<file path="config.mk">
export PLATFORM = sky130hd
export DESIGN_NAME = spm_sequencer
export DESIGN_NICKNAME = d
export VERILOG_FILES = /design/src/logic/spm_seq_pkg.sv /design/src/logic/spm_sequencer.sv /design/src/logic/arm_window_timer.sv
export SDC_FILE = /design/constraint.sdc
export NUM_CORES = 1
export LEC_CHECK = 0
export BUFFER_PORTS_ARGS = -buffer_cell sky130_fd_sc_hd__buf_2
export CAP_MARGIN = 20
export CORE_UTILIZATION = 32
export DETAILED_ROUTE_END_ITERATION = 8
export PLACE_DENSITY = 0.46
export SLEW_MARGIN = 20
export SYNTH_ARGS = -nofsm -noshare
export SYNTH_HDL_FRONTEND = slang
export SYNTH_SLANG_ARGS = --single-unit
</file>
<file path="constraint.sdc">
create_clock -name pclk -period 3.1 [get_ports pclk]
set_clock_uncertainty 0.15 [all_clocks]
set_input_delay 0.62 -clock pclk [delete_from_list [all_inputs] [get_ports pclk]]
set_output_delay 0.62 -clock pclk [all_outputs]
set_load 0.1 [all_outputs]
</file>
<file path="src/logic/spm_seq_pkg.sv">
package spm_seq_pkg;

    // Store-program control register, byte address on APB
    localparam logic [11:0] ctrl_addr      = 12'h000;
    localparam logic [11:0] op_cycles_addr = 12'h004;
    localparam logic [11:0] pointer_addr   = 12'h008;
    localparam logic [11:0] data_addr      = 12'h00c;
    localparam logic [11:0] status_addr    = 12'h010;
    localparam logic [11:0] lock_addr      = 12'h014;
    localparam logic [11:0] fuse_addr      = 12'h018;
    localparam logic [11:0] buf_addr       = 12'h01c;

    // Control register field positions
    localparam int arm_bit       = 0;
    localparam int erase_bit     = 1;
    localparam int write_bit     = 2;
    localparam int lock_bit      = 3;
    localparam int reenable_bit  = 4;
    localparam int busy_bit      = 6;
    localparam int ready_ie_bit  = 7;

    // Accepted lower-five-bit patterns
    localparam logic [4:0] pat_reenable = 5'h11;
    localparam logic [4:0] pat_lock     = 5'h09;
    localparam logic [4:0] pat_write    = 5'h05;
    localparam logic [4:0] pat_erase    = 5'h03;
    localparam logic [4:0] pat_load     = 5'h01;

    // Flash geometry
    localparam int word_bits    = 6;
    localparam int page_words   = 64;
    localparam int ptr_bits     = 14;
    localparam int rww_page_max = 8'd111;

    // Timing
    localparam int clk_mhz          = 10;
    localparam int arm_window       = 4;
    localparam int read_window      = 3;
    localparam int prog_time_us     = 3700;
    localparam int prog_cycles      = prog_time_us * clk_mhz;
    localparam logic [7:0] ctrl_reset      = 8'h00;
    localparam logic [7:0] lock_reset      = 8'hff;
    localparam logic [7:0] fuse_reset      = 8'hff;

    typedef enum logic [2:0] {
        op_none,
        op_load,
        op_erase,
        op_write,
        op_lock,
        op_reenable
    } op_e;

    typedef struct packed {
        logic                 valid;
        logic                 read;
        logic [ptr_bits-1:0]  pointer;
    } instr_s;

endpackage : spm_seq_pkg

</file>
<file path="src/logic/spm_sequencer.sv">
`timescale 1ns/100ps

// How it works
// Lock command programs lock bits from low data
// Lock command clears on completion or timeout
// Load-program within three cycles reads lock/fuse
// Write command programs buffer into latched page
// Write command clears on completion or timeout
// Erase command erases latched page
// Erase command clears on completion or timeout
// Arm bit opens four-cycle store window
// Arm alone stores data word into buffer
// Arm stays high through erase and write
// Only five control patterns are accepted
// Target address latched at operation start
// Word field selects buffer word
// Buffer clears on write, reenable, reset
// Software writes each buffer word once
// Data memory write discards buffer load
// Software supplies clean page pointer
// Erase to section_a halts the CPU
// Write to section_a halts the CPU
// Busy flag blocks rww_section during programming
// Software reenables rww_section before use
// Ready interrupt while arm bit cleared
// Reenable command clears busy when idle
// Reenable during load discards buffer
// Programming length from configurable counter
module spm_sequencer (
    input  wire logic                                pclk,
    input  wire logic                                presetn,
    input  wire logic                                psel,
    input  wire logic                                penable,
    input  wire logic                                pwrite,
    input  wire logic [11:0]                         paddr,
    input  wire logic [31:0]                         pwdata,
    output logic      [31:0]                         prdata,
    output logic                                     pready,
    output logic                                     pslverr,
    input  wire logic                                instr_valid,
    input  wire logic                                instr_read,
    input  wire logic [spm_seq_pkg::ptr_bits-1:0]    instr_pointer,
    input  wire logic [15:0]                         store_data,
    input  wire logic                                data_mem_write,
    output logic      [7:0]                          read_result,
    output logic                                     read_result_valid,
    output logic                                     cpu_halt,
    output logic                                     rww_read_block,
    output logic                                     ready_irq,
    output logic                                     flash_erase_req,
    output logic                                     flash_write_req,
    output logic      [7:0]                          flash_page,
    output logic                                     lock_write_req
);

    ////////////////////////////////////////////////////////////////////////
    // State

    spm_seq_pkg::instr_s              instr;
    logic [4:0]                       cmd;
    logic                             rww_busy;
    logic                             spm_ready_ie;
    logic [31:0]                      op_cycles;
    logic [31:0]                      op_count;
    spm_seq_pkg::op_e                 op_run;
    logic [spm_seq_pkg::ptr_bits-1:0] latched_ptr;
    logic [15:0]                      page_buf [spm_seq_pkg::page_words];
    logic [spm_seq_pkg::page_words-1:0] buf_valid;
    logic [7:0]                       lock_bits;
    logic [7:0]                       fuse_lo;
    logic [7:0]                       fuse_hi;
    logic                             win_store;
    logic                             win_read;
    logic                             ctrl_wr;
    logic                             pattern_ok;
    logic                             store_hit;
    logic                             read_hit;
    logic                             op_done;
    logic                             bus_wr;
    logic                             bus_rd;
    logic [31:0]                      next_prdata;
    logic [5:0]                       buf_rd_idx;

    assign instr = '{valid: instr_valid, read: instr_read, pointer: instr_pointer};

    function automatic spm_seq_pkg::op_e decode(input logic [4:0] pat);
        unique case (pat)
            spm_seq_pkg::pat_reenable: decode = spm_seq_pkg::op_reenable;
            spm_seq_pkg::pat_lock:     decode = spm_seq_pkg::op_lock;
            spm_seq_pkg::pat_write:    decode = spm_seq_pkg::op_write;
            spm_seq_pkg::pat_erase:    decode = spm_seq_pkg::op_erase;
            spm_seq_pkg::pat_load:     decode = spm_seq_pkg::op_load;
            default:                   decode = spm_seq_pkg::op_none;
        endcase
    endfunction : decode

    function automatic logic in_rww(input logic [spm_seq_pkg::ptr_bits-1:0] ptr);
        in_rww = (ptr[spm_seq_pkg::ptr_bits-1:spm_seq_pkg::word_bits+1] <= 7'(spm_seq_pkg::rww_page_max));
    endfunction : in_rww

    ////////////////////////////////////////////////////////////////////////
    // APB decode

    assign bus_wr  = psel && penable && pwrite;
    assign bus_rd  = psel && penable && !pwrite;
    assign ctrl_wr = bus_wr && (paddr == spm_seq_pkg::ctrl_addr);
    assign pattern_ok = (decode(pwdata[4:0]) != spm_seq_pkg::op_none) && (op_run == spm_seq_pkg::op_none)
                        && !data_mem_write;
    assign store_hit  = instr.valid && !instr.read && win_store && (cmd != 5'h00) && (op_run == spm_seq_pkg::op_none);
    assign read_hit   = instr.valid && instr.read && win_read && (cmd == spm_seq_pkg::pat_lock);
    assign op_done    = (op_run != spm_seq_pkg::op_none) && (op_count == 32'h1);

    arm_window_timer u_window (
        .pclk       (pclk),
        .presetn    (presetn),
        .start      (ctrl_wr && pattern_ok),
        .stop       (store_hit || read_hit),
        .open_store (win_store),
        .open_read  (win_read)
    );

    ////////////////////////////////////////////////////////////////////////
    // Command bits

    always_ff @(posedge pclk or negedge presetn) begin
        if (!presetn) begin
            cmd <= spm_seq_pkg::ctrl_reset[4:0];
        end else if (ctrl_wr && pattern_ok) begin
            cmd <= pwdata[4:0];
        end else if (op_done) begin
            cmd <= 5'h00;
        end else if (store_hit && decode(cmd) inside {spm_seq_pkg::op_load, spm_seq_pkg::op_reenable}) begin
            cmd <= 5'h00;
        end else if (read_hit) begin
            cmd <= 5'h00;
        end else if (!win_store && op_run == spm_seq_pkg::op_none && !store_hit) begin
            cmd <= 5'h00;
        end
    end

    always_ff @(posedge pclk or negedge presetn) begin
        if (!presetn) begin
            spm_ready_ie <= 1'b0;
            op_cycles    <= 32'(spm_seq_pkg::prog_cycles);
        end else if (ctrl_wr) begin
            spm_ready_ie <= pwdata[spm_seq_pkg::ready_ie_bit];
        end else if (bus_wr && paddr == spm_seq_pkg::op_cycles_addr) begin
            op_cycles <= (pwdata == 32'h0) ? 32'h1 : pwdata;
        end
    end

    ////////////////////////////////////////////////////////////////////////
    // Operation timing and address latch

    always_ff @(posedge pclk or negedge presetn) begin
        if (!presetn) begin
            op_run      <= spm_seq_pkg::op_none;
            op_count    <= 32'h0;
            latched_ptr <= '0;
        end else if (store_hit && decode(cmd) inside {spm_seq_pkg::op_erase, spm_seq_pkg::op_write,
                                                    spm_seq_pkg::op_lock}) begin
            op_run      <= decode(cmd);
            op_count    <= op_cycles;
            latched_ptr <= instr.pointer;
        end else if (op_done) begin
            op_run   <= spm_seq_pkg::op_none;
            op_count <= 32'h0;
        end else if (op_run != spm_seq_pkg::op_none) begin
            op_count <= op_count - 32'h1;
        end
    end

    always_ff @(posedge pclk or negedge presetn) begin
        if (!presetn) begin
            rww_busy <= 1'b0;
        end else if (store_hit && decode(cmd) inside {spm_seq_pkg::op_erase, spm_seq_pkg::op_write}
                     && in_rww(instr.pointer)) begin
            rww_busy <= 1'b1;
        end else if (store_hit && decode(cmd) inside {spm_seq_pkg::op_reenable, spm_seq_pkg::op_load}) begin
            rww_busy <= 1'b0;
        end
    end

    ////////////////////////////////////////////////////////////////////////
    // Temporary page buffer

    always_ff @(posedge pclk or negedge presetn) begin
        if (!presetn) begin
            buf_valid <= '0;
        end else if (data_mem_write) begin
            buf_valid <= '0;
        end else if (op_done && op_run == spm_seq_pkg::op_write) begin
            buf_valid <= '0;
        end else if (ctrl_wr && pattern_ok && pwdata[spm_seq_pkg::reenable_bit]) begin
            buf_valid <= '0;
        end else if (store_hit && decode(cmd) == spm_seq_pkg::op_load) begin
            buf_valid[instr.pointer[spm_seq_pkg::word_bits:1]] <= 1'b1;
        end
    end

    always_ff @(posedge pclk) begin
        if (store_hit && decode(cmd) == spm_seq_pkg::op_load) begin
            page_buf[instr.pointer[spm_seq_pkg::word_bits:1]] <= store_data;
        end
    end

    ////////////////////////////////////////////////////////////////////////
    // Lock and fuse store

    always_ff @(posedge pclk or negedge presetn) begin
        if (!presetn) begin
            lock_bits <= spm_seq_pkg::lock_reset;
            fuse_lo   <= spm_seq_pkg::fuse_reset;
            fuse_hi   <= spm_seq_pkg::fuse_reset;
        end else if (store_hit && decode(cmd) == spm_seq_pkg::op_lock) begin
            lock_bits <= lock_bits & (store_data[7:0] | 8'hc3);
        end else if (bus_wr && paddr == spm_seq_pkg::fuse_addr) begin
            fuse_lo <= pwdata[7:0];
            fuse_hi <= pwdata[15:8];
        end
    end

    always_ff @(posedge pclk or negedge presetn) begin
        if (!presetn) begin
            read_result       <= 8'h00;
            read_result_valid <= 1'b0;
        end else begin
            read_result_valid <= read_hit;
            if (read_hit) begin
                unique case (instr.pointer[1:0])
                    2'h1:    read_result <= lock_bits;
                    2'h3:    read_result <= fuse_hi;
                    default: read_result <= fuse_lo;
                endcase
            end
        end
    end

    ////////////////////////////////////////////////////////////////////////
    // Flash side outputs

    always_ff @(posedge pclk or negedge presetn) begin
        if (!presetn) begin
            cpu_halt        <= 1'b0;
            rww_read_block  <= 1'b0;
            ready_irq       <= 1'b0;
            flash_erase_req <= 1'b0;
            flash_write_req <= 1'b0;
            lock_write_req  <= 1'b0;
            flash_page      <= 8'h00;
        end else begin
            cpu_halt        <= (op_run inside {spm_seq_pkg::op_erase, spm_seq_pkg::op_write})
                               && !in_rww(latched_ptr) && !op_done;
            rww_read_block  <= rww_busy || ((op_run inside {spm_seq_pkg::op_erase, spm_seq_pkg::op_write})
                               && !op_done);
            ready_irq       <= spm_ready_ie && (cmd[spm_seq_pkg::arm_bit] == 1'b0);
            flash_erase_req <= (op_run == spm_seq_pkg::op_erase) && !op_done;
            flash_write_req <= (op_run == spm_seq_pkg::op_write) && !op_done;
            lock_write_req  <= (op_run == spm_seq_pkg::op_lock) && !op_done;
            flash_page      <= 8'(latched_ptr[spm_seq_pkg::ptr_bits-1:spm_seq_pkg::word_bits+1]);
        end
    end

    ////////////////////////////////////////////////////////////////////////
    // Register read

    assign buf_rd_idx = paddr[7:2] - 6'h07;

    always_comb begin
        next_prdata = 32'h0;
        unique case (paddr)
            spm_seq_pkg::ctrl_addr:      next_prdata = {24'h0, spm_ready_ie, rww_busy, 1'b0, cmd};
            spm_seq_pkg::op_cycles_addr: next_prdata = op_cycles;
            spm_seq_pkg::pointer_addr:   next_prdata = {18'h0, latched_ptr};
            spm_seq_pkg::status_addr:    next_prdata = {buf_valid[31:0]};
            spm_seq_pkg::lock_addr:      next_prdata = {24'h0, lock_bits};
            spm_seq_pkg::fuse_addr:      next_prdata = {16'h0, fuse_hi, fuse_lo};
            spm_seq_pkg::buf_addr:       next_prdata = {16'h0, page_buf[buf_rd_idx]};
            default:                     next_prdata = 32'h0;
        endcase
    end

    always_ff @(posedge pclk or negedge presetn) begin
        if (!presetn) begin
            prdata <= 32'h0;
        end else if (psel && !penable && !pwrite) begin
            prdata <= next_prdata;
        end
    end

    always_ff @(posedge pclk or negedge presetn) begin
        if (!presetn) begin
            pready  <= 1'b0;
            pslverr <= 1'b0;
        end else begin
            pready  <= psel && !penable;
            pslverr <= psel && !penable && (paddr > spm_seq_pkg::buf_addr || paddr[1:0] != 2'b00);
        end
    end

endmodule : spm_sequencer

</file>
<file path="src/logic/arm_window_timer.sv">
`timescale 1ns/100ps

module arm_window_timer (
    input  wire logic       pclk,
    input  wire logic       presetn,
    input  wire logic       start,
    input  wire logic       stop,
    output logic            open_store,
    output logic            open_read
);

    logic [2:0] count;

    // Counts down remaining cycles after arming; window ends after four
    always_ff @(posedge pclk or negedge presetn) begin
        if (!presetn) begin
            count <= 3'h0;
        end else if (start) begin
            count <= 3'(spm_seq_pkg::arm_window);
        end else if (stop) begin
            count <= 3'h0;
        end else if (count != 3'h0) begin
            count <= count - 3'h1;
        end
    end

    assign open_store = (count != 3'h0);
    assign open_read  = (count > 3'(spm_seq_pkg::arm_window - spm_seq_pkg::read_window));

endmodule : arm_window_timer

</file>
After elaboration in Yosys (flattened, before gate mapping)
Memories as Yosys holds them, arrays and structs flattened.
Index checks and enable logic that the tools add are counted.
- memories kept: 1
- word-level logic and storage cells: 175
- input port bits: 82
- ROM bits: 0
- latch bits: 0
- bits in writable memories: 1024
- bits in registers: 235
- output and inout port bits: 57
- multiplexer cells: 34
- shift-type cells: 0
- multipliers: 0
- magnitude comparators: 6
- reductions and logical operators: 71
- equal/unequal tests: 31
- add/sub/neg operators: 3
- bitwise operators: 5
- divide/modulo/power cells: 0
- memory list (memory ; words ; width ; read ports ; clocked after memory_dff ; write ports ; line ; RTL):
    page_buf ; 64 ; 16 ; 1 ; 0 ; 1 ; spm_sequencer.sv:67 ; logic [15:0] page_buf [spm_seq_pkg::page_words];
- operators by type and width (kind ; number):
    two-way mux 64 bit ; 4
    case mux 32 bit (7 select lines) ; 1
    two-way mux 32 bit ; 4
    OR 64 bit ; 1
    == test 12 x 5 -> 1 bit, second input constant ; 4
    logical AND 1 bit ; 39
    two-way mux 3 bit ; 11
    == test 32 x 1 -> 1 bit, second input constant ; 1
    zero test 32 bit ; 1
    subtractor 32 x 1 -> 32 bit, second input constant ; 1
    case mux 3 bit (5 select lines) ; 2
    two-way mux 5 bit ; 5
    nonzero test 3 bit ; 6
    case mux 8 bit (2 select lines) ; 1
    less-or-equal comparator 7 bit, second input constant ; 2
    nonzero test 2 bit ; 7
    == test 12 x 3 -> 1 bit, second input constant ; 1
    == test 12 x 4 -> 1 bit, second input constant ; 1
    == test 3 x 1 -> 1 bit, second input constant ; 4
    == test 3 x 2 -> 1 bit, second input constant ; 4
    == test 3 bit, second input constant ; 4
    > comparator 12 x 5 -> 1 bit, second input constant ; 1
    zero test 12 bit ; 1
    == test 5 x 1 -> 1 bit, second input constant ; 2
    other kinds (21) ; 42

Longest topological paths before layout
- word-level depth: 16
- gate-level depth with buffers: 14
- mapped depth without buffers: 8

Cells and area by module
Synthesis repeated with hierarchy kept, for this count alone.
- cells, all modules: 1450
- area, all modules: 19029.5 µm²
- by module, submodules not included (module ; cells each ; seq. area each (µm²) ; instances ; area an instance (µm²)):
    spm_sequencer ; 1432 ; 12381.9 ; 1 ; 18826.8
    arm_window_timer ; 18 ; 75.1 ; 1 ; 202.7

Worst setup path after synthesis
Ideal clock, no wire load.
- path type: in2reg
- start point: input port paddr[2]
- end point: register prdata[10]
- data arrival time: 3.345 ns
- path buffers: 5
- required time: 2.824 ns
- setup slack: -0.522 ns
- cell stages on the path: 11
- library setup time: 0.126 ns
- cells stage by stage: buf_2 -> buf_2 -> buf_2 -> inv_1 -> ha_1 -> buf_2 -> clkbuf_1 -> mux4_2 -> mux4_2 -> nand2_1 -> nand3_1
- word-level cells in the longest chain between the ends: 3
- elaborated cells between the ends (all ways): 10
- classes of those cells: 1 x add/sub; 6 x eq/ne; 1 x mux; 1 x reduce/logical; 1 x memory
- RTL lines (item ; line ; RTL):
    start, declared ; spm_sequencer.sv:35 ; input wire logic [11:0] paddr,
    subtractor 6 x 3 -> 6 bit ; spm_sequencer.sv:267 ; assign buf_rd_idx = paddr[7:2] - 6'h07;
    memory (64 x 16 bit) ; n/a ;
    case mux 32 bit (7 select lines) (*) ; spm_sequencer.sv:271 ; unique case (paddr)
    end signal, assigned ; spm_sequencer.sv:287 ; prdata <= next_prdata;
    end, declared ; spm_sequencer.sv:37 ; output logic [31:0] prdata,
Mark *: on every way between the ends. The rest lies on a longest branch, timed or not.
A chain may end at the register's enable or synchronous reset.

Worst setup path after layout
- start point: register u_window.count[0]
- end point: memory page_buf[38][11], enable pin
- word-level cells in the longest chain between the ends: 7
- RTL lines (item ; line ; RTL):
    start, declared ; arm_window_timer.sv:12 ; logic [2:0] count;
    start signal, assigned ; arm_window_timer.sv:19 ; count <= 3'(spm_seq_pkg::arm_window);
    start signal, assigned ; arm_window_timer.sv:23 ; count <= count - 3'h1;
    nonzero test 3 bit ; arm_window_timer.sv:27 ; assign open_store = (count != 3'h0);
    logical AND 1 bit (3 in a row) ; spm_sequencer.sv:109 ; assign store_hit = instr.valid && !instr.read && win_store && (cmd != 5'h00) && (op_run == spm_seq_pkg::op_non ...
    logical AND 1 bit ; spm_sequencer.sv:202 ; if (store_hit && decode(cmd) == spm_seq_pkg::op_load) begin
    two-way mux 1 bit ; spm_sequencer.sv:202 ;
    two-way mux 1 bit (implied by the code) ; spm_sequencer.sv:203 ; page_buf[instr.pointer[spm_seq_pkg::word_bits:1]] <= store_data;
    end, declared ; spm_sequencer.sv:67 ;
Every way passes these cells.

==> out/results.txt <==
Max cap viols -> 0
Slowest library cell on the worst path -> sky130_fd_sc_hd__dfrtp_1
Count of boundary I/O pins -> 139
Number of remaining DRC errors -> 0
Slew margin rel. -> 0.436
Detailed router's first-iteration violation count -> 1009
Number of buffers between clock root and the deepest sink -> 3
Number of register bits inferred by synthesis -> 503
Fin crit share -> 0.876
CTS tree -> done
Number of vias in the routed layout -> 13312
Worst Setup EP -> page_buf[38][11]$_DFFE_PP_
Warning count from the yosys run -> 0
Final Max Slew Viols -> 0
Number of global-route vias before repair -> 13718
Count of endpoints failing setup in the final report -> 0
Die Height -> 260 um
Layout cell share with drive strength beyond 1 -> 0.295
Worst setup path startpoint -> u_window.count[0]$_DFFE_PN0P_
Proportion of synthesized flip-flops having asynchronous set or reset -> 0.396
Worst stage delay on the critical path -> 390 ps
Number of buffers inserted by hold repair at cts -> 1
Synth cell types -> 81
Min-delay worst type -> in2reg
Slew at the pin closest to its max-slew limit -> 846 ps
Setup Buffers After CTS -> 0
Final-layout setup total negative slack -> 0 ps
Die W -> 260 um
Final global-route overflow total -> 0
Post-Syn Area -> 0.0213 sq mm
Critical path class -> reg2reg
Final WL -> 64200 um
Via/cell ratio -> 5.25
Post-detailed-placement half-perimeter wirelength -> 44400 um
Proportion of synthesized chip area in sequential cells -> 0.662
IR Drop Worst-Case VDD -> 465 uV
Iteration count of the initial detailed-routing pass -> 5
Relative area change from synthesis to final layout -> 19.8%
Arrival time at the worst endpoint -> 2880 ps
Reg-to-reg slack, setup -> 380 ps
Maximum fanout encountered on the critical timing path -> 6
Count of standard-cell rows -> 94
Synthesized area divided by synthesized cell count -> 15.0 sq um
Total leakage power -> 9.67 nW
Final core utilization -> 0.388
Clock tree root buffer cell -> sky130_fd_sc_hd__clkbuf_16
Post-route ant nets -> 0
Nets -> 1718
Power Density -> 563 mW/mm^2
Number of hold violations in the final report -> 0
Most numerous cell on the critical path -> sky130_fd_sc_hd__buf_4
CTS sink cnt -> 503
RSZ-0062 raised after global routing -> false
Reg2reg path depth -> 9
Largest net degree at the start of global routing -> 64
FF-to-FF Start -> u_window.count[0]$_DFFE_PN0P_
Count of input and output buffers -> 137
Wire length of the first global-routing pass -> 94700 um
Setup crit start kind -> flop
Top post-synthesis cells by area -> sky130_fd_sc_hd__edfxtp_1, sky130_fd_sc_hd__dfrtp_1, sky130_fd_sc_hd__mux4_2
GRT Overall Usage -> 0.192
CTS Buf Count -> 56
Synth area leader -> sky130_fd_sc_hd__edfxtp_1
Resized Gates After CTS -> 0
Die footprint -> 0.0678 sq mm
Number of antenna violations at the first check in global routing -> 3
Share of Yosys cell area claimed by the top area cell type -> 0.428
Buf+Inv Stages, Crit Path -> 3
Effective utilization at floorplan -> 0.324
Wirelength per Cell -> 25.3 um
Number of enable-type register cells in the synthesized netlist -> 304
Outcome -> complete, no violations
Most common flop cell mapped by yosys -> sky130_fd_sc_hd__edfxtp_1
Final critical-path required period -> 2720 ps
Post-Synthesis Net Count -> 1512
Total core area -> 0.0659 sq mm
Cell type group with the largest total delay on the critical path -> simple AND/OR/NAND/NOR gates
Clock edge transition at the registers on the reported setup and hold paths -> 60 ps
Cell-by-cell trace of the critical path -> inv_1 > ha_1 > nand2b_1 > and3_1 > and3b_1 > nand3_1 > buf_4 > nor2_1 > buf_4
Final weighted congestion in routability-driven placement -> 0.851
Nature of the critical path endpoint -> flop
Number of filler instances in the final layout -> 6275
Highest Clock Rate -> 368 MHz
Clock H-tree levels -> 2
Clock latency on the worst-skew pair -> 600 ps
Number of cells produced by synthesis -> 1421
Critical register-to-register path endpoint -> page_buf[38][11]$_DFFE_PP_
Cell depth of the worst setup path -> 9
Critical path data required time -> 3260 ps
synth_stat cells (all sizes together), types with 9 or more instances:
master  count
edfxtp    304
dfrtp     175
nor2      121
nand2      94
mux4       81
mux2       77
o21ai      71
buf        49
nand3      37
o21a       37
a22oi      36
clkbuf     33
a21oi      29
dfstp      24
nor3       19
xor2       18
a221oi     14
nor4       13
and3       12
inv        12
a211oi     11
xnor2      10
a31oi       9
ha          9
nand3b      9
nand4       9
layout by cell type, fill, tap and decap left out, types with 37 or more instances in the layout:
cell type and instances:
sky130_fd_sc_hd__buf_4 69, sky130_fd_sc_hd__nor2_1 115, sky130_fd_sc_hd__o21ai_0 58, sky130_fd_sc_hd__clkbuf_16 56
sky130_fd_sc_hd__o21a_1 37, sky130_fd_sc_hd__nand2_1 92, sky130_fd_sc_hd__mux4_2 81, sky130_fd_sc_hd__dfrtp_1 175
sky130_fd_sc_hd__mux2_2 40, sky130_fd_sc_hd__buf_2 135, sky130_fd_sc_hd__edfxtp_1 304
flip-flops by register name, indices dropped and copies added (netlist names), 3 cells and up:
signal / cells
latched_ptr: 14
fuse_lo: 8
read_result: 8
fuse_hi: 8
prdata: 32
op_cycles: 32
op_count: 32
op_run: 3
buf_valid: 32
lock_bits: 4
page_buf: 304
cmd: 5
flash_page: 7
u_window.count: 3
logic make-up (layout without fill, tap and decap cells):
| family | count (synthesis) | count (layout) | share of synthesized area |
|---|---|---|---|
| and+or+nand+nor | 365 | 365 | 0.0872 |
| muxes | 166 | 166 | 0.132 |
| other | 1 | 2 | 0.000176 |
| DFF | 503 | 503 | 0.662 |
| xor gates and xnor gates | 28 | 28 | 0.0115 |
| adders and majority gates | 10 | 10 | 0.00574 |
| AOI/OAI and AO/OA | 254 | 254 | 0.0811 |
| buffers and inverters | 94 | 346 | 0.0205 |
worst register-to-register path: cells and delay by family, from the launching register on:
family                     cells  cell delay (ps)
adders and majority gates      1              220
buffers and inverters          3              550
DFF                            1              390
and+or+nand+nor                5             1130
power breakdown:
group	total (W)	switching [W]	internal, W	leakage (nW)
sequential	0.00713	0.00000383	0.00713	5.33
clock	0.00642	0.00268	0.00374	0.862
combinational	0.000842	0.000535	0.000307	3.48
total	0.0144	0.00322	0.0112	9.67
per-layer routing:
metal | vias to the layer above | global-route usage | routed length [um]
met4 | 6 | 0.0604 | 1830
met2 | 387 | 0.312 | 30700
met3 | 101 | 0.0283 | 3090
met5 | - | 0 | 43
li1 | 5887 | - | -
met1 | 6931 | 0.265 | 28500
stage by stage:
step	area (sq um)	cells	hold WS [ps]	setup slack, ps	power, W
finish	25600	2538	94.2	385	0.0144
global route	25600	2537	86.9	216	0.0149
CTS	25600	2537	59.3	345	0.0146
detailed placement	23800	2432	300	79.5	0.00812
global placement	23800	2432	297	87.8	0.00811
floorplan	21400	1421	174	19.3	0.00772
worst min path at each step:
stage / endpoint / start / depth (start not counted)
finish: op_cycles[26]$_DFFE_PN0P_ / pwdata[26] / 2
global route: latched_ptr[9]$_DFFE_PN0P_ / instr_pointer[9] / 2
CTS: op_cycles[26]$_DFFE_PN0P_ / pwdata[26] / 2
detailed placement: flash_page[3]$_DFF_PN0_ / latched_ptr[10]$_DFFE_PN0P_ / 0
global placement: flash_page[0]$_DFF_PN0_ / latched_ptr[7]$_DFFE_PN0P_ / 0
floorplan: buf_valid[0]$_DFFE_PN0P_ / presetn / 0
layout make-up:
type	count	area, sq um	share of cell area
Sequential cell	503	14100	0.553
Multi-Input combinational cell	824	6850	0.268
Timing Repair Buffer	230	1700	0.0664
Clock buffer	76	1520	0.0593
Tap cell	864	1080	0.0423
Clock inverter	28	246	0.00964
Inverter	12	45.0	0.00176
Antenna cell	1	2.50	0.0000978
(Power assumes the default switching activity.)
